### config.mk
export PLATFORM = sky130hd
export DESIGN_NAME = sli_irq_line
export DESIGN_NICKNAME = d
export VERILOG_FILES = /design/src/common/sli_pkg.sv /design/src/core/sli_pin_sync.sv /design/src/core/sli_irq_line.sv
export SDC_FILE = /design/constraint.sdc
export NUM_CORES = 1
export LEC_CHECK = 0
export BUFFER_PORTS_ARGS = -buffer_cell sky130_fd_sc_hd__buf_2
export CAP_MARGIN = 20
export CORE_UTILIZATION = 27
export DETAILED_ROUTE_END_ITERATION = 16
export GPL_TIMING_DRIVEN = 0
export PLACE_DENSITY = 0.57
export SETUP_SLACK_MARGIN = 0.1
export SLEW_MARGIN = 20
export SYNTH_ARGS = -nofsm -noshare
export SYNTH_HDL_FRONTEND = slang
export SYNTH_SLANG_ARGS = --single-unit
### constraint.sdc
create_clock -name sys_clk_i -period 3.9 [get_ports sys_clk_i]
set_input_delay 0.78 -clock sys_clk_i [delete_from_list [all_inputs] [get_ports sys_clk_i]]
set_output_delay 0.78 -clock sys_clk_i [all_outputs]
set_load 0.005 [all_outputs]
### src/common/sli_pkg.sv
// Purpose: Shared constants and types of the shared-line interrupt block.
// Assumes: Registers are byte wide and addressed by a 5-bit register index.
// Notes: Offsets are register indices as used by the serial engine.
package sli_pkg;

    // ========================================================================
    // Register map.
    // ========================================================================
    localparam logic [4:0] OFF_DEVICE_SETUP = 5'h0e;
    localparam logic [4:0] OFF_IRQ_POLARITY_RC_TRIM = 5'h11;
    localparam logic [4:0] OFF_CONDITION_FLAGS = 5'h1a;
    localparam logic [4:0] PAGED_LO = 5'h10;
    localparam logic [4:0] PAGED_HI = 5'h17;
    localparam logic PAGE_OF_TRIM = 1'b0;

    // ========================================================================
    // Field positions and reset values.
    // ========================================================================
    localparam int SETUP_IRQ_CLEAR_BIT = 1;
    localparam int TRIM_POLARITY_BIT = 6;
    localparam int TRIM_RC_MSB = 5;
    localparam int FLAG_FLL_LOCKED_BIT = 0;
    localparam int FLAG_IRQ_PENDING_BIT = 1;
    localparam int FLAG_PARITY_ERR_BIT = 2;
    localparam int FLAG_BATTERY_LOW_BIT = 3;
    localparam int FLAG_AUTO_SHUTDOWN_BIT = 4;
    localparam int FLAG_XTAL_STABLE_BIT = 7;
    localparam logic [7:0] DEVICE_SETUP_RST = 8'h88;
    localparam logic [7:0] TRIM_RST = 8'h00;
    localparam logic [7:0] CONDITION_FLAGS_RST = 8'h00;

    // ========================================================================
    // Timing.
    // ========================================================================
    localparam int PULSE_TICKS = 4;
    localparam int SYNC_STAGES = 3;

    // Configuration register, bit 7 down to bit 0.
    typedef struct packed {
        logic crystal_rewrite_en;
        logic page_sel;
        logic force_hf_osc_running;
        logic output_clock_src;
        logic output_clock_gate;
        logic watchdog_clock_choice;
        logic irq_clear;
        logic irq_enable;
    } sli_setup_s;

    // Register access from the serial frame engine.
    typedef struct packed {
        logic wr;
        logic rd;
        logic [4:0] addr;
        logic [7:0] wdata;
    } sli_reg_req_s;

endpackage : sli_pkg

### src/core/sli_pin_sync.sv
// Purpose: Brings the shared pin level into the clock domain.
// Assumes: The pin is asynchronous to sys_clk_i.
// Notes: The output follows only when the last two stages agree.
module sli_pin_sync #(
    parameter int STAGES = sli_pkg::SYNC_STAGES
) (
    // Clock and reset.
    input wire logic sys_clk_i,
    input wire logic rstn_i,
    // Pin and result.
    input wire logic pin_i,
    output logic level_o
);

    logic [STAGES-1:0] stage;

    // Refuse any chain other than the three stages the agreement check uses.
    if (STAGES != 3) begin : g_bad_stages
        $error("sli_pin_sync needs exactly three stages");
    end

    // Shift the pin through the chain.
    always_ff @(posedge sys_clk_i) begin
        if (!rstn_i) begin
            stage <= '0;
        end else begin
            stage <= {stage[STAGES-2:0], pin_i};
        end
    end

    // Accept a new level once the second and third stages agree.
    always_ff @(posedge sys_clk_i) begin
        if (!rstn_i) begin
            level_o <= 1'b0;
        end else if (stage[1] == stage[2]) begin
            level_o <= stage[2];
        end
    end

endmodule : sli_pin_sync

### src/core/sli_irq_line.sv
// Purpose: Interrupt signalling on the shared serial pin plus its neighbour registers.
// Assumes: Serial framing lives outside; it hands register accesses and pin drive here.
// Notes: Output clock cycles arrive as one-cycle enable pulses on output_clock_tick_i.

// Notes on behaviour
// The serial pin doubles as the interrupt request output to the host.
// Polarity bit 6 of trim register: 1 drives active high, 0 active low.
// An interrupt holds the pin active four output clock cycles, then inactive.
// Periodic timer end of count raises an interrupt.
// Interrupts signal only while configuration bit 0 is set.
// Writing 1 to configuration bit 1 clears pending; reads as 0.
// Status bit 1 shows 1 while an interrupt is pending.
// Status bit 2 sets on a serial parity error.
// Configuration bit 6 selects page for addresses 0x10 to 0x17.
// Configuration bit 4 picks output clock source; register resets to 0x88.
// Configuration bit 3 gates the output clock pin.
// Configuration bit 2 picks the watchdog clock.
// Configuration bit 5 keeps the high frequency oscillator always running.
// Configuration bit 7 resets only on power-on; others also on watchdog, brownout.
// Trim bits 0 to 5 tune the RC oscillator, about 330 Hz a step.
// Status clears on all resets; bit 4 shows auto clock shut-down.
// Status bit 0 shows frequency locked loop lock.
// Status bit 7 shows the crystal oscillator is stable.
// Polarity writes are blocked once the application write-protect flag is set.
// Pending stays set until cleared; pulses wait for serial transfers to end.
// The trim register is reached only with page 0 selected.
module sli_irq_line #(
    parameter int PULSE_LEN = sli_pkg::PULSE_TICKS
) (
    // Clock and power-on reset.
    input wire logic sys_clk_i,
    input wire logic rstn_i,
    // Other reset sources, one-cycle pulses.
    input wire logic wdog_rst_i,
    input wire logic brownout_rst_i,
    // Shared pin, three-signal form.
    input wire logic io_pin_i,
    output logic io_pin_o,
    output logic io_pin_oe_o,
    output logic io_rx_o,
    // Serial engine side.
    input wire sli_pkg::sli_reg_req_s reg_req_i,
    output logic [7:0] reg_rdata_o,
    input wire logic serial_busy_i,
    input wire logic serial_drive_i,
    input wire logic serial_out_i,
    input wire logic parity_err_i,
    // Events and state from neighbouring blocks.
    input wire logic output_clock_tick_i,
    input wire logic timer_eoc_i,
    input wire logic app_write_protect_i,
    input wire logic fll_locked_i,
    input wire logic battery_low_i,
    input wire logic auto_shutdown_i,
    input wire logic xtal_stable_i,
    // Configuration outputs.
    output logic page_sel_o,
    output logic force_hf_osc_running_o,
    output logic output_clock_src_o,
    output logic output_clock_gate_o,
    output logic watchdog_clock_choice_o,
    output logic crystal_rewrite_en_o,
    output logic [5:0] rc_trim_o,
    output logic irq_pending_o
);

    // ========================================================================
    // Declarations.
    // ========================================================================
    typedef enum logic [1:0] {
        SLI_IDLE,
        SLI_WAIT,
        SLI_PULSE
    } sli_pulse_e;

    sli_pkg::sli_setup_s device_setup;
    logic [7:0] irq_polarity_rc_trim;
    logic [7:0] condition_flags;
    logic irq_pending;
    logic parity_seen;
    sli_pulse_e pulse_state;
    logic [2:0] tick_count;
    logic soft_rst;
    logic wr_setup;
    logic wr_trim;
    logic irq_event;
    logic irq_clear;
    logic next_pin;
    logic next_oe;

    // Refuse a pulse length the counter cannot hold.
    if (PULSE_LEN < 1 || PULSE_LEN > 7) begin : g_bad_pulse_len
        $error("sli_irq_line PULSE_LEN must be 1 to 7");
    end

    // Tells whether an address hits a register, honouring the page bit.
    function automatic logic reg_hit(input logic [4:0] addr, input logic page,
                                     input logic [4:0] off);
        logic paged;
        paged = (off >= sli_pkg::PAGED_LO) && (off <= sli_pkg::PAGED_HI);
        reg_hit = (addr == off) && (!paged || (page == sli_pkg::PAGE_OF_TRIM));
    endfunction : reg_hit

    // ========================================================================
    // Decode.
    // ========================================================================
    // Watchdog and brownout reset setup, trim, pending, parity, status and pulse state, not the rewrite enable or read data.
    assign soft_rst = wdog_rst_i || brownout_rst_i;
    assign wr_setup = reg_req_i.wr &&
        reg_hit(reg_req_i.addr, device_setup.page_sel, sli_pkg::OFF_DEVICE_SETUP);
    assign wr_trim = reg_req_i.wr && reg_hit(reg_req_i.addr, device_setup.page_sel,
        sli_pkg::OFF_IRQ_POLARITY_RC_TRIM);
    assign irq_event = timer_eoc_i && device_setup.irq_enable;
    assign irq_clear = wr_setup && reg_req_i.wdata[sli_pkg::SETUP_IRQ_CLEAR_BIT];

    // ========================================================================
    // Registers.
    // ========================================================================
    // Configuration; bit 7 follows power-on only and the clear bit is never stored.
    always_ff @(posedge sys_clk_i) begin
        if (!rstn_i) begin
            device_setup <= sli_pkg::DEVICE_SETUP_RST;
        end else begin
            if (wr_setup) begin
                device_setup.crystal_rewrite_en <= reg_req_i.wdata[7];
            end
            if (soft_rst) begin
                device_setup[6:0] <= sli_pkg::DEVICE_SETUP_RST[6:0];
            end else if (wr_setup) begin
                device_setup[6:2] <= reg_req_i.wdata[6:2];
                device_setup.irq_clear <= 1'b0;
                device_setup.irq_enable <= reg_req_i.wdata[0];
            end
        end
    end

    // Trim register; polarity is guarded by the application write protect.
    always_ff @(posedge sys_clk_i) begin
        if (!rstn_i || soft_rst) begin
            irq_polarity_rc_trim <= sli_pkg::TRIM_RST;
        end else if (wr_trim) begin
            irq_polarity_rc_trim[sli_pkg::TRIM_RC_MSB:0] <=
                reg_req_i.wdata[sli_pkg::TRIM_RC_MSB:0];
            if (!app_write_protect_i) begin
                irq_polarity_rc_trim[sli_pkg::TRIM_POLARITY_BIT] <=
                    reg_req_i.wdata[sli_pkg::TRIM_POLARITY_BIT];
            end
        end
    end

    // Pending flag; a new event beats a clear in the same cycle.
    always_ff @(posedge sys_clk_i) begin
        if (!rstn_i || soft_rst) begin
            irq_pending <= 1'b0;
        end else if (irq_event) begin
            irq_pending <= 1'b1;
        end else if (irq_clear) begin
            irq_pending <= 1'b0;
        end
    end

    // Sticky parity error, cleared only by a reset.
    always_ff @(posedge sys_clk_i) begin
        if (!rstn_i || soft_rst) begin
            parity_seen <= 1'b0;
        end else if (parity_err_i) begin
            parity_seen <= 1'b1;
        end
    end

    // Status image, captured each cycle so it clears on every reset.
    always_ff @(posedge sys_clk_i) begin
        if (!rstn_i || soft_rst) begin
            condition_flags <= sli_pkg::CONDITION_FLAGS_RST;
        end else begin
            condition_flags <= sli_pkg::CONDITION_FLAGS_RST;
            condition_flags[sli_pkg::FLAG_FLL_LOCKED_BIT] <= fll_locked_i;
            condition_flags[sli_pkg::FLAG_IRQ_PENDING_BIT] <= irq_event || irq_pending;
            condition_flags[sli_pkg::FLAG_PARITY_ERR_BIT] <= parity_err_i || parity_seen;
            condition_flags[sli_pkg::FLAG_BATTERY_LOW_BIT] <= battery_low_i;
            condition_flags[sli_pkg::FLAG_AUTO_SHUTDOWN_BIT] <= auto_shutdown_i;
            condition_flags[sli_pkg::FLAG_XTAL_STABLE_BIT] <= xtal_stable_i;
        end
    end

    // Read data, registered one cycle after the read strobe.
    always_ff @(posedge sys_clk_i) begin
        if (!rstn_i) begin
            reg_rdata_o <= 8'h00;
        end else if (reg_req_i.rd) begin
            if (reg_hit(reg_req_i.addr, device_setup.page_sel, sli_pkg::OFF_DEVICE_SETUP)) begin
                reg_rdata_o <= device_setup;
            end else if (reg_hit(reg_req_i.addr, device_setup.page_sel,
                                 sli_pkg::OFF_IRQ_POLARITY_RC_TRIM)) begin
                reg_rdata_o <= irq_polarity_rc_trim & 8'h7f;
            end else if (reg_hit(reg_req_i.addr, device_setup.page_sel,
                                 sli_pkg::OFF_CONDITION_FLAGS)) begin
                reg_rdata_o <= condition_flags;
            end else begin
                reg_rdata_o <= 8'h00;
            end
        end
    end

    // ========================================================================
    // Interrupt pulse on the shared pin.
    // ========================================================================
    // Requests wait out serial traffic, then last PULSE_LEN output clock ticks.
    always_ff @(posedge sys_clk_i) begin
        if (!rstn_i || soft_rst) begin
            pulse_state <= SLI_IDLE;
            tick_count <= 3'h0;
        end else begin
            case (pulse_state)
                SLI_IDLE: begin
                    if (irq_event) begin
                        pulse_state <= SLI_WAIT;
                    end
                end
                SLI_WAIT: begin
                    tick_count <= 3'h0;
                    if (!serial_busy_i) begin
                        pulse_state <= SLI_PULSE;
                    end
                end
                SLI_PULSE: begin
                    if (output_clock_tick_i) begin
                        if (tick_count == 3'(PULSE_LEN - 1)) begin
                            pulse_state <= SLI_IDLE;
                        end else begin
                            tick_count <= tick_count + 3'h1;
                        end
                    end
                end
                default: begin
                    pulse_state <= SLI_IDLE;
                end
            endcase
        end
    end

    // Serial drive has the pin first; otherwise the pulse level or inactive.
    always_comb begin
        next_oe = serial_drive_i || (pulse_state == SLI_PULSE);
        if (serial_drive_i) begin
            next_pin = serial_out_i;
        end else if (pulse_state == SLI_PULSE) begin
            next_pin = irq_polarity_rc_trim[sli_pkg::TRIM_POLARITY_BIT];
        end else begin
            next_pin = !irq_polarity_rc_trim[sli_pkg::TRIM_POLARITY_BIT];
        end
    end

    // Pin outputs come straight from flip-flops.
    always_ff @(posedge sys_clk_i) begin
        if (!rstn_i) begin
            io_pin_o <= 1'b1;
            io_pin_oe_o <= 1'b0;
        end else begin
            io_pin_o <= next_pin;
            io_pin_oe_o <= next_oe;
        end
    end

    // Configuration mirrors as flops.
    always_ff @(posedge sys_clk_i) begin
        if (!rstn_i) begin
            {page_sel_o, force_hf_osc_running_o, output_clock_src_o} <= 3'h0;
            {output_clock_gate_o, watchdog_clock_choice_o} <= 2'h0;
            crystal_rewrite_en_o <= 1'b0;
            rc_trim_o <= 6'h00;
            irq_pending_o <= 1'b0;
        end else begin
            page_sel_o <= device_setup.page_sel;
            force_hf_osc_running_o <= device_setup.force_hf_osc_running;
            output_clock_src_o <= device_setup.output_clock_src;
            output_clock_gate_o <= device_setup.output_clock_gate;
            watchdog_clock_choice_o <= device_setup.watchdog_clock_choice;
            crystal_rewrite_en_o <= device_setup.crystal_rewrite_en;
            rc_trim_o <= irq_polarity_rc_trim[sli_pkg::TRIM_RC_MSB:0];
            irq_pending_o <= irq_pending;
        end
    end

    // Receive path for the serial engine.
    sli_pin_sync #(
        .STAGES(sli_pkg::SYNC_STAGES)
    ) u_pin_sync (
        .sys_clk_i(sys_clk_i),
        .rstn_i(rstn_i),
        .pin_i(io_pin_i),
        .level_o(io_rx_o)
    );

    // ========================================================================
    // Assertions.
    // ========================================================================
    property p_pulse_level;
        @(posedge sys_clk_i) disable iff (!rstn_i)
        (pulse_state == SLI_PULSE) && !serial_drive_i |=>
            io_pin_oe_o && (io_pin_o == $past(irq_polarity_rc_trim[6]));
    endproperty
    a_pulse_level: assert property (p_pulse_level) else $error("pulse level wrong");

    property p_pulse_end;
        @(posedge sys_clk_i) disable iff (!rstn_i)
        (pulse_state == SLI_PULSE) && output_clock_tick_i && !soft_rst &&
            (tick_count == 3'(PULSE_LEN - 1)) |=> (pulse_state == SLI_IDLE);
    endproperty
    a_pulse_end: assert property (p_pulse_end) else $error("pulse did not end");

    property p_event_pending;
        @(posedge sys_clk_i) disable iff (!rstn_i || soft_rst)
        timer_eoc_i && device_setup.irq_enable |=> irq_pending ##1 irq_pending_o;
    endproperty
    a_event_pending: assert property (p_event_pending) else $error("event lost");

    property p_disabled;
        @(posedge sys_clk_i) disable iff (!rstn_i)
        !device_setup.irq_enable && !irq_pending && (pulse_state == SLI_IDLE) |=>
            !irq_pending && (pulse_state == SLI_IDLE);
    endproperty
    a_disabled: assert property (p_disabled) else $error("irq while disabled");

    property p_clear;
        @(posedge sys_clk_i) disable iff (!rstn_i)
        irq_clear && !irq_event |=> !irq_pending && !device_setup.irq_clear;
    endproperty
    a_clear: assert property (p_clear) else $error("clear failed");

    property p_status_read;
        @(posedge sys_clk_i) disable iff (!rstn_i)
        reg_req_i.rd && (reg_req_i.addr == sli_pkg::OFF_CONDITION_FLAGS) |=>
            reg_rdata_o[1] == $past(condition_flags[1]);
    endproperty
    a_status_read: assert property (p_status_read) else $error("status read wrong");

    property p_parity;
        @(posedge sys_clk_i) disable iff (!rstn_i || soft_rst)
        parity_err_i |=> parity_seen ##1 condition_flags[2];
    endproperty
    a_parity: assert property (p_parity) else $error("parity flag missing");

    property p_protect;
        @(posedge sys_clk_i) disable iff (!rstn_i || soft_rst)
        wr_trim && app_write_protect_i |=> $stable(irq_polarity_rc_trim[6]);
    endproperty
    a_protect: assert property (p_protect) else $error("protected write landed");

    property p_wait_busy;
        @(posedge sys_clk_i) disable iff (!rstn_i)
        (pulse_state == SLI_WAIT) && serial_busy_i |=> (pulse_state != SLI_PULSE);
    endproperty
    a_wait_busy: assert property (p_wait_busy) else $error("pulse during transfer");

    property p_rewrite_keep;
        @(posedge sys_clk_i) disable iff (!rstn_i)
        soft_rst && !wr_setup |=> $stable(device_setup.crystal_rewrite_en);
    endproperty
    a_rewrite_keep: assert property (p_rewrite_keep) else $error("bit 7 reset");

endmodule : sli_irq_line

==> results of run 1 <==
## sequential cells by signal, indices dropped and copies added (netlist names)
| signal | count |
|---|---|
| watchdog_clock_choice_o | 1 |
| io_pin_oe_o | 1 |
| parity_seen | 1 |
| u_pin_sync.level_o | 1 |
| irq_polarity_rc_trim | 7 |
| reg_rdata_o | 8 |
| page_sel_o | 1 |
| pulse_state | 2 |
| condition_flags | 6 |
| device_setup | 7 |
| irq_pending | 1 |
| rc_trim_o | 6 |
| output_clock_gate_o | 1 |
| crystal_rewrite_en_o | 1 |
| tick_count | 3 |
| io_pin_o | 1 |
| irq_pending_o | 1 |
| output_clock_src_o | 1 |
| u_pin_sync.stage | 3 |
| force_hf_osc_running_o | 1 |
## layer usage
layer / part of all wire, % / track usage [%]
met1: 48 / 17.6
met2: 46 / 21.2
met3: 4.6 / 3.79
met4: 1.3 / 4.70
met5: 0 / 0
## Yosys cell counts (2+ instances only)
cell type | instances | area share, %
nor2_1 | 6 | 1.1
a21oi_1 | 4 | 0.95
o211ai_1 | 4 | 1.4
nand2b_1 | 6 | 1.8
and3b_1 | 5 | 2.1
mux2i_1 | 11 | 5.2
dfxtp_1 | 54 | 51
o21ai_0 | 8 | 1.9
a32oi_1 | 5 | 2.1
o21a_1 | 2 | 0.71
a22oi_1 | 5 | 1.8
nor2b_1 | 4 | 1.2
inv_1 | 3 | 0.53
nand2_1 | 30 | 5.3
nand4_1 | 2 | 0.59
and2_1 | 19 | 5.6
a31oi_1 | 3 | 0.89
o311ai_1 | 5 | 2.1
nand3_1 | 12 | 2.8
ha_1 | 2 | 1.2
clkbuf_1 | 8 | 1.4
## kinds of logic (layout without fill, tap and decap cells)
kind of cell,Yosys count,after routing,synth area share [%]
flops,54,54,51.2
fa+ha+maj,2,2,1.19
xor+xnor,1,1,0.415
compound gates,40,40,13.3
buf+inv,14,76,2.55
simple gates,94,94,26.1
mux,11,11,5.22
## worst paths after layout
| path | start | to | cells after the start |
|---|---|---|---|
| worst max-delay path | brownout_rst_i | irq_polarity_rc_trim[6] | 5 |
| worst min-delay path | u_pin_sync.stage[0] | u_pin_sync.stage[1] | 1 |
| worst max register to register | device_setup[6] | irq_polarity_rc_trim[6] | 3 |
| worst min register to register | u_pin_sync.stage[0] | u_pin_sync.stage[1] | 1 |
## stage by stage
step | cell area, sq um | hold WS, ps
5_1_grt | 2620 | 454
3_5_place_dp | 2500 | 419
2_1_floorplan | 2110 | 412
3_3_place_gp | 2500 | 420
4_1_cts | 2620 | 443
6_report | 2620 | 438
## worst max-delay path, delay by kind of cell
family                 cells  cell delay, ps
AOI/OAI and AO/OA          2             290
buffers and inverters      2             610
and+or+nand+nor            1             430
## cell type report
cell class	count	area, sq um
Buffer	10	38.8
Clock buffer	8	110
Fill cell	770	4790
Inverter	4	15.0
Multi-Input combinational cell	148	976
Sequential cell	54	1080
Tap cell	99	124
Timing Repair Buffer	54	270
## power by group through the flow
stage                     registers, mW  logic [mW]  clock network, mW
after floorplan                   0.574      0.0319                  0
after global placement            0.573      0.0690                  0
after detailed placement          0.574      0.0697                  0
after CTS                         0.561      0.0698              0.365
after global routing              0.562      0.0771              0.388
final                             0.561      0.0695              0.354
==> impl_metrics.json, run 1 <==
{
  "status": "complete, no violations",
  "hold_violations": 0,
  "totalPowerFinal_mw": 0.984,
  "portBuffers": 54,
  "grt_pass1_vias": 1660,
  "nets": 310,
  "boundaryPins": 55,
  "coreArea_sq_mm": 0.00741,
  "ys_seq_area_share_pct": 51.2,
  "rows": 31,
  "die_h_microns": 90.4,
  "gr-total-overflow": 0,
  "n_antenna_cell": 0,
  "swShare_pct": 22.2,
  "finalMaxSlewViolations": 0,
  "slew_headroom_pct": 62.4,
  "pwr-share-clk_pct": 35.9,
  "crit_chain": "buf_2 > nor3b_2 > clkbuf_1 > o311ai_1 > o31ai_1",
  "cp.arrival_ps": 2110,
  "synth_ff_type": "dfxtp_1",
  "crit_type": "input pin to register",
  "p_sw_mw": 0.218,
  "hold_class": "register to register",
  "synth_edf_count": 0,
  "combPwrFrac_pct": 7.1,
  "cts_resized": 0,
  "numCtsBuffers": 5,
  "crit_required_ps": 4120,
  "grt_pass1_wl_microns": 8580,
  "end_kind": "register",
  "ctsHoldBuffers": 0,
  "drive_gt1_share_pct": 25.2,
  "drt_pass1_iterations": 5,
  "ir_drop_mv": 0.119,
  "wl_microns": 5260,
  "dp_hpwl_microns": 3900,
  "htreeDepth": 2,
  "tightest_slew_ps": 564,
  "timing.final.crit_period_ps": 1890,
  "p_int_mw": 0.766,
  "clk_latency_ps": 310,
  "die_x_microns": 90.4,
  "dieArea_sq_mm": 0.00817,
  "rrSetupSlack_ps": 2270,
  "p_seq_share_pct": 57.0,
  "leakage_nw": 1.08,
  "finalNonFillerCells": 377,
  "grt_max_degree": 16,
  "cts_buffer_depth": 2,
  "final_common_cell": "buf_2",
  "synthArstFlopShare_pct": 0,
  "final.setup.tns_ps": 0,
  "start_kind": "input pin",
  "antenna_found_initial": 0,
  "cts_tree": "yes",
  "syn_avg_cell_area_sq_um": 9.77,
  "cts_root_buf": "clkbuf_8",
  "grt_usage_pct": 13.5,
  "worst_slack_ps": 2010,
  "synth_area_sq_mm": 0.00211,
  "syn_nets": 249,
  "drc": 0,
  "vias": 1744,
  "gp_congestion": 0.811,
  "wl_per_cell_microns": 14.0,
  "fin_skew_ps": 9.17,
  "synthCells": 216,
  "post_cts_buffers": 0,
  "cp_max_fo": 10,
  "ys_ff_latch": 54,
  "viasPerCell": 4.63,
  "rsz0062_at_grt": "false",
  "min_period_over_period_pct": 48.5,
  "detailedRoute.firstIterationViolations": 86,
  "dp.cells": 369,
  "cts.sinks": 54,
  "slowest_delay_ps": 500,
  "p_per_area_mw_per_mm2": 376,
  "max_freq_mhz": 528,
  "setup_viol": 0,
  "critPathSlowestCell": "clkbuf_1",
  "postRouteAntennaNets": 0,
  "yosys_warnings": 0,
  "utilization_pct": 35.3,
  "syn_to_final_growth_pct": 23.9,
  "synth_cell_type_count": 39,
  "cap_violations": 0,
  "start_util_pct": 28.5,
  "final_cell_mix": "buf_2, dfxtp_1, nand2_1, and2_1, nand3_1",
  "pre_cts_slack_ps": 1680,
  "clk_pin_slew_worst_paths_ps": 80
}
Note: power is estimated with default switching activity, not from simulation.
==> inputs of run 2 (changes only) <==
Settings changed: PLACE_DENSITY 0.57 to 0.59.
Clock period 3.9 ns to 1.6 ns, I/O delays scaled along.
==> impl_metrics.json, run 2 (synthesis gave the netlist of run 1 again) <==
{
  "worst_path_dominant_cell_family": "simple AND/OR/NAND/NOR gates",
  "p_sw_mw": 0.512,
  "cts_buffer_depth": 2,
  "detailedRoute.firstIterationViolations": 162,
  "grt_pass1_wl_microns": 8470,
  "drt_pass1_iterations": 4,
  "route.met3.wl_microns": 303,
  "critPathSlowestCell": "or4b_4",
  "worstPathBufferInverterCount": 0,
  "drc": 0,
  "max_freq_mhz": 677,
  "top_register": "reg_rdata_o",
  "hold_violations": 0,
  "swShare_pct": 22.8,
  "clk_pin_slew_worst_paths_ps": 90,
  "antenna_found_initial": 0,
  "rsz0062_at_grt": "true",
  "boundaryPins": 55,
  "nets": 314,
  "wl_per_cell_microns": 13.7,
  "timing.final.crit_period_ps": 1480,
  "dp_hpwl_microns": 3880,
  "cap_violations": 0,
  "slowest_delay_ps": 510,
  "die_h_microns": 90.4,
  "p_seq_share_pct": 60.8,
  "largest_reg_flops": 8,
  "start_kind": "register",
  "cts_root_buf": "clkbuf_8",
  "crit_required_ps": 1830,
  "final_common_cell": "buf_2",
  "portBuffers": 54,
  "crit_type": "register to register",
  "crit_chain": "or4b_4 > nor3_4 > mux2i_1",
  "rows": 31,
  "postRouteAntennaNets": 0,
  "viasPerCell": 4.62,
  "fin_skew_ps": 3.63,
  "cts.sinks": 54,
  "cp.depth": 3,
  "hold_class": "input pin to register",
  "p_int_mw": 1.73,
  "drive_gt1_share_pct": 26.3,
  "largest_registers": "reg_rdata_o: 8 flops, device_setup: 7 flops, irq_polarity_rc_trim: 7 flops",
  "status": "complete, no violations",
  "gr-total-overflow": 0,
  "cp.arrival_ps": 1710,
  "cp_max_fo": 4,
  "hold_depth": 2,
  "vias": 1756,
  "end_kind": "register",
  "setup_viol": 0,
  "n_fill_cell": 791,
  "numCtsBuffers": 5,
  "met1_length_microns": 2420,
  "ff2ff_path_depth": 3,
  "multi_input_area_sq_um": 991,
  "leakage_nw": 1.09,
  "die_x_microns": 90.4,
  "clk_latency_ps": 300,
  "grt_max_degree": 15,
  "grt_usage_pct": 13.2,
  "syn_to_final_growth_pct": 24.7,
  "dieArea_sq_mm": 0.00817,
  "p_per_area_mw_per_mm2": 854,
  "gp_congestion": 0.806,
  "n_antenna_cell": 0,
  "top_layer": "met4",
  "totalPowerFinal_mw": 2.25,
  "area.sequential_sq_mm": 0.00108,
  "tightest_slew_ps": 580,
  "ctsHoldBuffers": 0,
  "cts_tree": "yes",
  "final_cell_mix": "buf_2, dfxtp_1, nand2_1, and2_1, nand3_1",
  "grt_pass1_vias": 1702,
  "wl_microns": 5210,
  "combPwrFrac_pct": 7.7,
  "min_period_over_period_pct": 92.4,
  "met2_length_microns": 2360,
  "finalMaxSlewViolations": 0,
  "coreArea_sq_mm": 0.00741,
  "ir_drop_mv": 0.283,
  "utilization_pct": 35.5,
  "htreeDepth": 2,
  "pwr-share-clk_pct": 31.5,
  "slew_headroom_pct": 61.1,
  "start_util_pct": 28.5
}
==> run 2: changes by cell type in the layout (fill, tap and decap cells not counted), sizes merged <==
cell,delta
buf,+4
clkbuf,-1
==> run 2: cell type report <==
class,count,share of cell area [%]
Sequential cell,54,41.2
Multi-Input combinational cell,148,37.7
Timing Repair Buffer,58,11.4
Tap cell,99,4.71
Clock buffer,7,2.90
Buffer,10,1.52
Inverter,4,0.571
==> run 2: final timing paths <==
path,from,end,slack (ps)
min reg2reg,u_pin_sync.stage[0],u_pin_sync.stage[1],440
max,device_setup[6],irq_polarity_rc_trim[3],120
min,app_write_protect_i,irq_polarity_rc_trim[6],210
max reg2reg,device_setup[6],irq_polarity_rc_trim[3],120
==> run 2: what timing repair did <==
action / CTS / global route
endpoints found under the setup margin: 10 / 9
setup buffers: 1 / 3
gates resized for setup: 3 / 3
pin swaps: 3 / 2
==> run 2: metal layers <==
| layer | vias up | GRT usage (%) |
|---|---|---|
| met3 | 10 | 3.87 |
| met4 | 0 | 5.51 |
| met2 | 48 | 20.0 |
| met5 | - | 0 |
| met1 | 803 | 17.5 |
| li1 | 895 | - |
==> run 2: power groups by stage <==
stage | clock network (mW) | logic (mW) | registers, mW
after floorplan | 0 | 0.0778 | 1.40
after global placement | 0 | 0.166 | 1.40
after detailed placement | 0 | 0.167 | 1.40
after CTS | 0.740 | 0.169 | 1.37
after global routing | 0.793 | 0.190 | 1.37
final | 0.709 | 0.173 | 1.36
==> run 2: worst reg2reg max path: stages (launching register included) <==
cell and delay [ps]:
dfxtp_4 370, or4b_4 510, nor3_4 280, mux2i_1 240
==> run 2: stage by stage <==
| step | instance area, sq um | worst slack, ps | std cells | TNS, ps | hold slack (ps) |
|---|---|---|---|---|---|
| floorplan | 2110 | 219 | 216 | 0 | 412 |
| global placement | 2500 | -107 | 369 | -726 | 418 |
| detailed placement | 2500 | -152 | 369 | -1150 | 422 |
| CTS | 2600 | 44.2 | 377 | 0 | 199 |
| global route | 2630 | 54.8 | 380 | 0 | 207 |
| finish | 2630 | 122 | 380 | 0 | 208 |
==> inputs of run 3 (changes only) <==
Settings changed: ABC_AREA set to 1.
==> impl_metrics.json, run 3 <==
{
  "status": "complete, no violations",
  "grt_pass1_wl_microns": 8470,
  "nets": 365,
  "synth_cell_type_count": 23,
  "syn_nets": 304,
  "dieArea_sq_mm": 0.00809,
  "cts_tree": "yes",
  "antenna_found_initial": 0,
  "timing.final.crit_period_ps": 1340,
  "detailedRoute.firstIterationViolations": 76,
  "syn_avg_cell_area_sq_um": 7.71,
  "hold_violations": 0,
  "clk_pin_slew_worst_paths_ps": 100,
  "fin_skew_ps": 5.12,
  "p_per_area_mw_per_mm2": 892,
  "finalMaxSlewViolations": 0,
  "crit_type": "register to register",
  "n_fill_cell": 830,
  "numCtsBuffers": 5,
  "start_kind": "register",
  "cp.arrival_ps": 1550,
  "synthArstFlopShare_pct": 0,
  "synth_top_area_cell": "dfxtp_1",
  "use_met3_pct": 2.96,
  "synth_area_leaders": "dfxtp_1, nand2_1, inv_1",
  "synth_area_sq_mm": 0.00209,
  "synth_ff_type": "dfxtp_1",
  "cap_violations": 0,
  "final_cell_mix": "nand2_1, buf_2, dfxtp_1, inv_1, nor2_1",
  "cp_max_fo": 4,
  "htreeDepth": 2,
  "tightest_slew_ps": 518,
  "largest_reg_flops": 8,
  "drt_pass1_iterations": 4,
  "synth_edf_count": 0,
  "syn_to_final_growth_pct": 23.7,
  "min_period_over_period_pct": 83.4,
  "hold_class": "input pin to register",
  "synth_common_cells": "nand2_1, dfxtp_1, inv_1, nor2_1, o21ai_0",
  "coreArea_sq_mm": 0.00737,
  "ys_seq_area_share_pct": 51.8,
  "cts.sinks": 54,
  "slew_headroom_pct": 65.5,
  "grt_use_met2_pct": 21.7,
  "start_util_pct": 28.3,
  "p_seq_share_pct": 59.5,
  "final.setup.tns_ps": 0,
  "die_x_microns": 89.9,
  "dp_hpwl_microns": 3830,
  "gr-total-overflow": 0,
  "postRouteAntennaNets": 0,
  "cts_root_buf": "clkbuf_8",
  "vias": 1851,
  "p_int_mw": 1.73,
  "multi_input_area_sq_um": 810,
  "gp_congestion": 0.775,
  "top_register": "reg_rdata_o",
  "ir_drop_mv": 0.340,
  "wl_microns": 4960,
  "grt_busiest_layer": "met2",
  "combPwrFrac_pct": 7.0,
  "critPathSlowestCell": "dfxtp_1",
  "ctsHoldBuffers": 0,
  "cp_common_cell": "nor2_1",
  "clk_latency_ps": 310,
  "die_h_microns": 89.9,
  "max_freq_mhz": 749,
  "worst_path_dominant_cell_family": "simple AND/OR/NAND/NOR gates",
  "worstPathBufferInverterCount": 0,
  "grt_max_degree": 18,
  "yosys_warnings": 0,
  "n_antenna_cell": 0,
  "rsz0062_at_grt": "false",
  "use_met1_pct": 16.9,
  "grt_usage_pct": 13.2,
  "crit_required_ps": 1810,
  "synth_most_common_cell": "nand2_1",
  "final_common_cell": "nand2_1",
  "rows": 31,
  "drc": 0,
  "synth_top_cell_area_share_pct": 51.8,
  "swShare_pct": 24.9,
  "drive_gt1_share_pct": 23.7,
  "portBuffers": 54,
  "wl_per_cell_microns": 11.5,
  "setup_viol": 0,
  "pwr-share-clk_pct": 33.5,
  "largest_registers": "reg_rdata_o: 8 flops, device_setup: 7 flops, irq_polarity_rc_trim: 7 flops",
  "crit_chain": "ha_1 > ha_1 > nor3_4 > nor2_1 > nor2_1 > nor2_1",
  "synthCells": 271,
  "utilization_pct": 35.1,
  "boundaryPins": 55,
  "area.sequential_sq_mm": 0.00108,
  "slowest_delay_ps": 330,
  "end_kind": "register",
  "viasPerCell": 4.28,
  "cts_buffer_depth": 2,
  "leakage_nw": 1.28,
  "p_sw_mw": 0.574,
  "ys_ff_latch": 54,
  "post_cts_buffers": 0,
  "grt_pass1_vias": 1770
}
==> run 3: cell count changes in the layout (fill, tap and decap cells not counted), moves of 6 or more <==
cell | before | now
inv_1 | 3 | 45
clkbuf_1 | 9 | 3
nand2b_1 | 6 | 0
o21ai_0 | 8 | 22
nor2_1 | 6 | 29
and2_1 | 19 | 0
mux2i_1 | 11 | 0
nand3_1 | 12 | 6
nand2_1 | 30 | 60
a21oi_1 | 4 | 16
==> run 3: worst paths after layout <==
path                                           from                  end  slack [ps]  cells after the start
worst max-delay path                  tick_count[0]        tick_count[0]         260                      6
worst min-delay path                       io_pin_i  u_pin_sync.stage[0]         180                      3
worst max register to register        tick_count[0]        tick_count[0]         260                      6
worst min register to register  u_pin_sync.stage[0]  u_pin_sync.stage[1]         430                      2
==> run 3: final cells by class <==
| type | count | area share (%) |
|---|---|---|
| Sequential cell | 54 | 41.8 |
| Multi-Input combinational cell | 163 | 31.3 |
| Timing Repair Buffer | 54 | 10.5 |
| Inverter | 48 | 6.97 |
| Tap cell | 99 | 4.79 |
| Clock buffer | 5 | 2.66 |
| Buffer | 6 | 1.11 |
| Clock inverter | 3 | 0.823 |
==> run 3: through the flow <==
step / setup slack [ps] / instances / area (sq um) / power, mW / hold WS, ps
6_report: 265 / 432 / 2580 / 2.31 / 184
5_1_grt: 121 / 432 / 2580 / 2.42 / 191
4_1_cts: 217 / 432 / 2580 / 2.33 / 181
3_5_place_dp: 107 / 424 / 2480 / 1.57 / 415
3_3_place_gp: 141 / 424 / 2480 / 1.56 / 395
2_1_floorplan: 263 / 271 / 2090 / 1.48 / 390
==> run 3: routing by layer <==
metal | share of wire (%) | routed length, microns
met5 | 0 | 0
met4 | 1.8 | 87
met3 | 4.5 | 224
met2 | 46 | 2260
met1 | 48 | 2380
==> run 3: cells by family after synthesis <==
| group | count (synthesis) | synth area share, % |
|---|---|---|
| buffers and inverters | 54 | 10.0 |
| DFF | 54 | 51.8 |
| adders and majority gates | 2 | 1.20 |
| AOI/OAI and AO/OA | 44 | 10.9 |
| and+or+nand+nor | 117 | 26.1 |
==> run 3: power by group through the flow <==
| stage | sequential [mW] | combinational, mW | clock, mW |
|---|---|---|---|
| finish | 1.37 | 0.162 | 0.773 |
| global route | 1.37 | 0.184 | 0.861 |
| CTS | 1.37 | 0.164 | 0.799 |
| detailed placement | 1.40 | 0.163 | 0 |
| global placement | 1.40 | 0.160 | 0 |
| floorplan | 1.40 | 0.0735 | 0 |
==> run 3: timing repair <==
| action | in CTS | in global routing |
|---|---|---|
| endpoints found under the hold margin | 0 | 0 |
| gates resized for setup | 1 | 1 |
| setup endpoints to repair | 1 | 2 |
==> run 3: worst min-delay path, cell delays in order <==
cell and delay (ps):
buf_2 80, nand2_1 40, inv_1 40
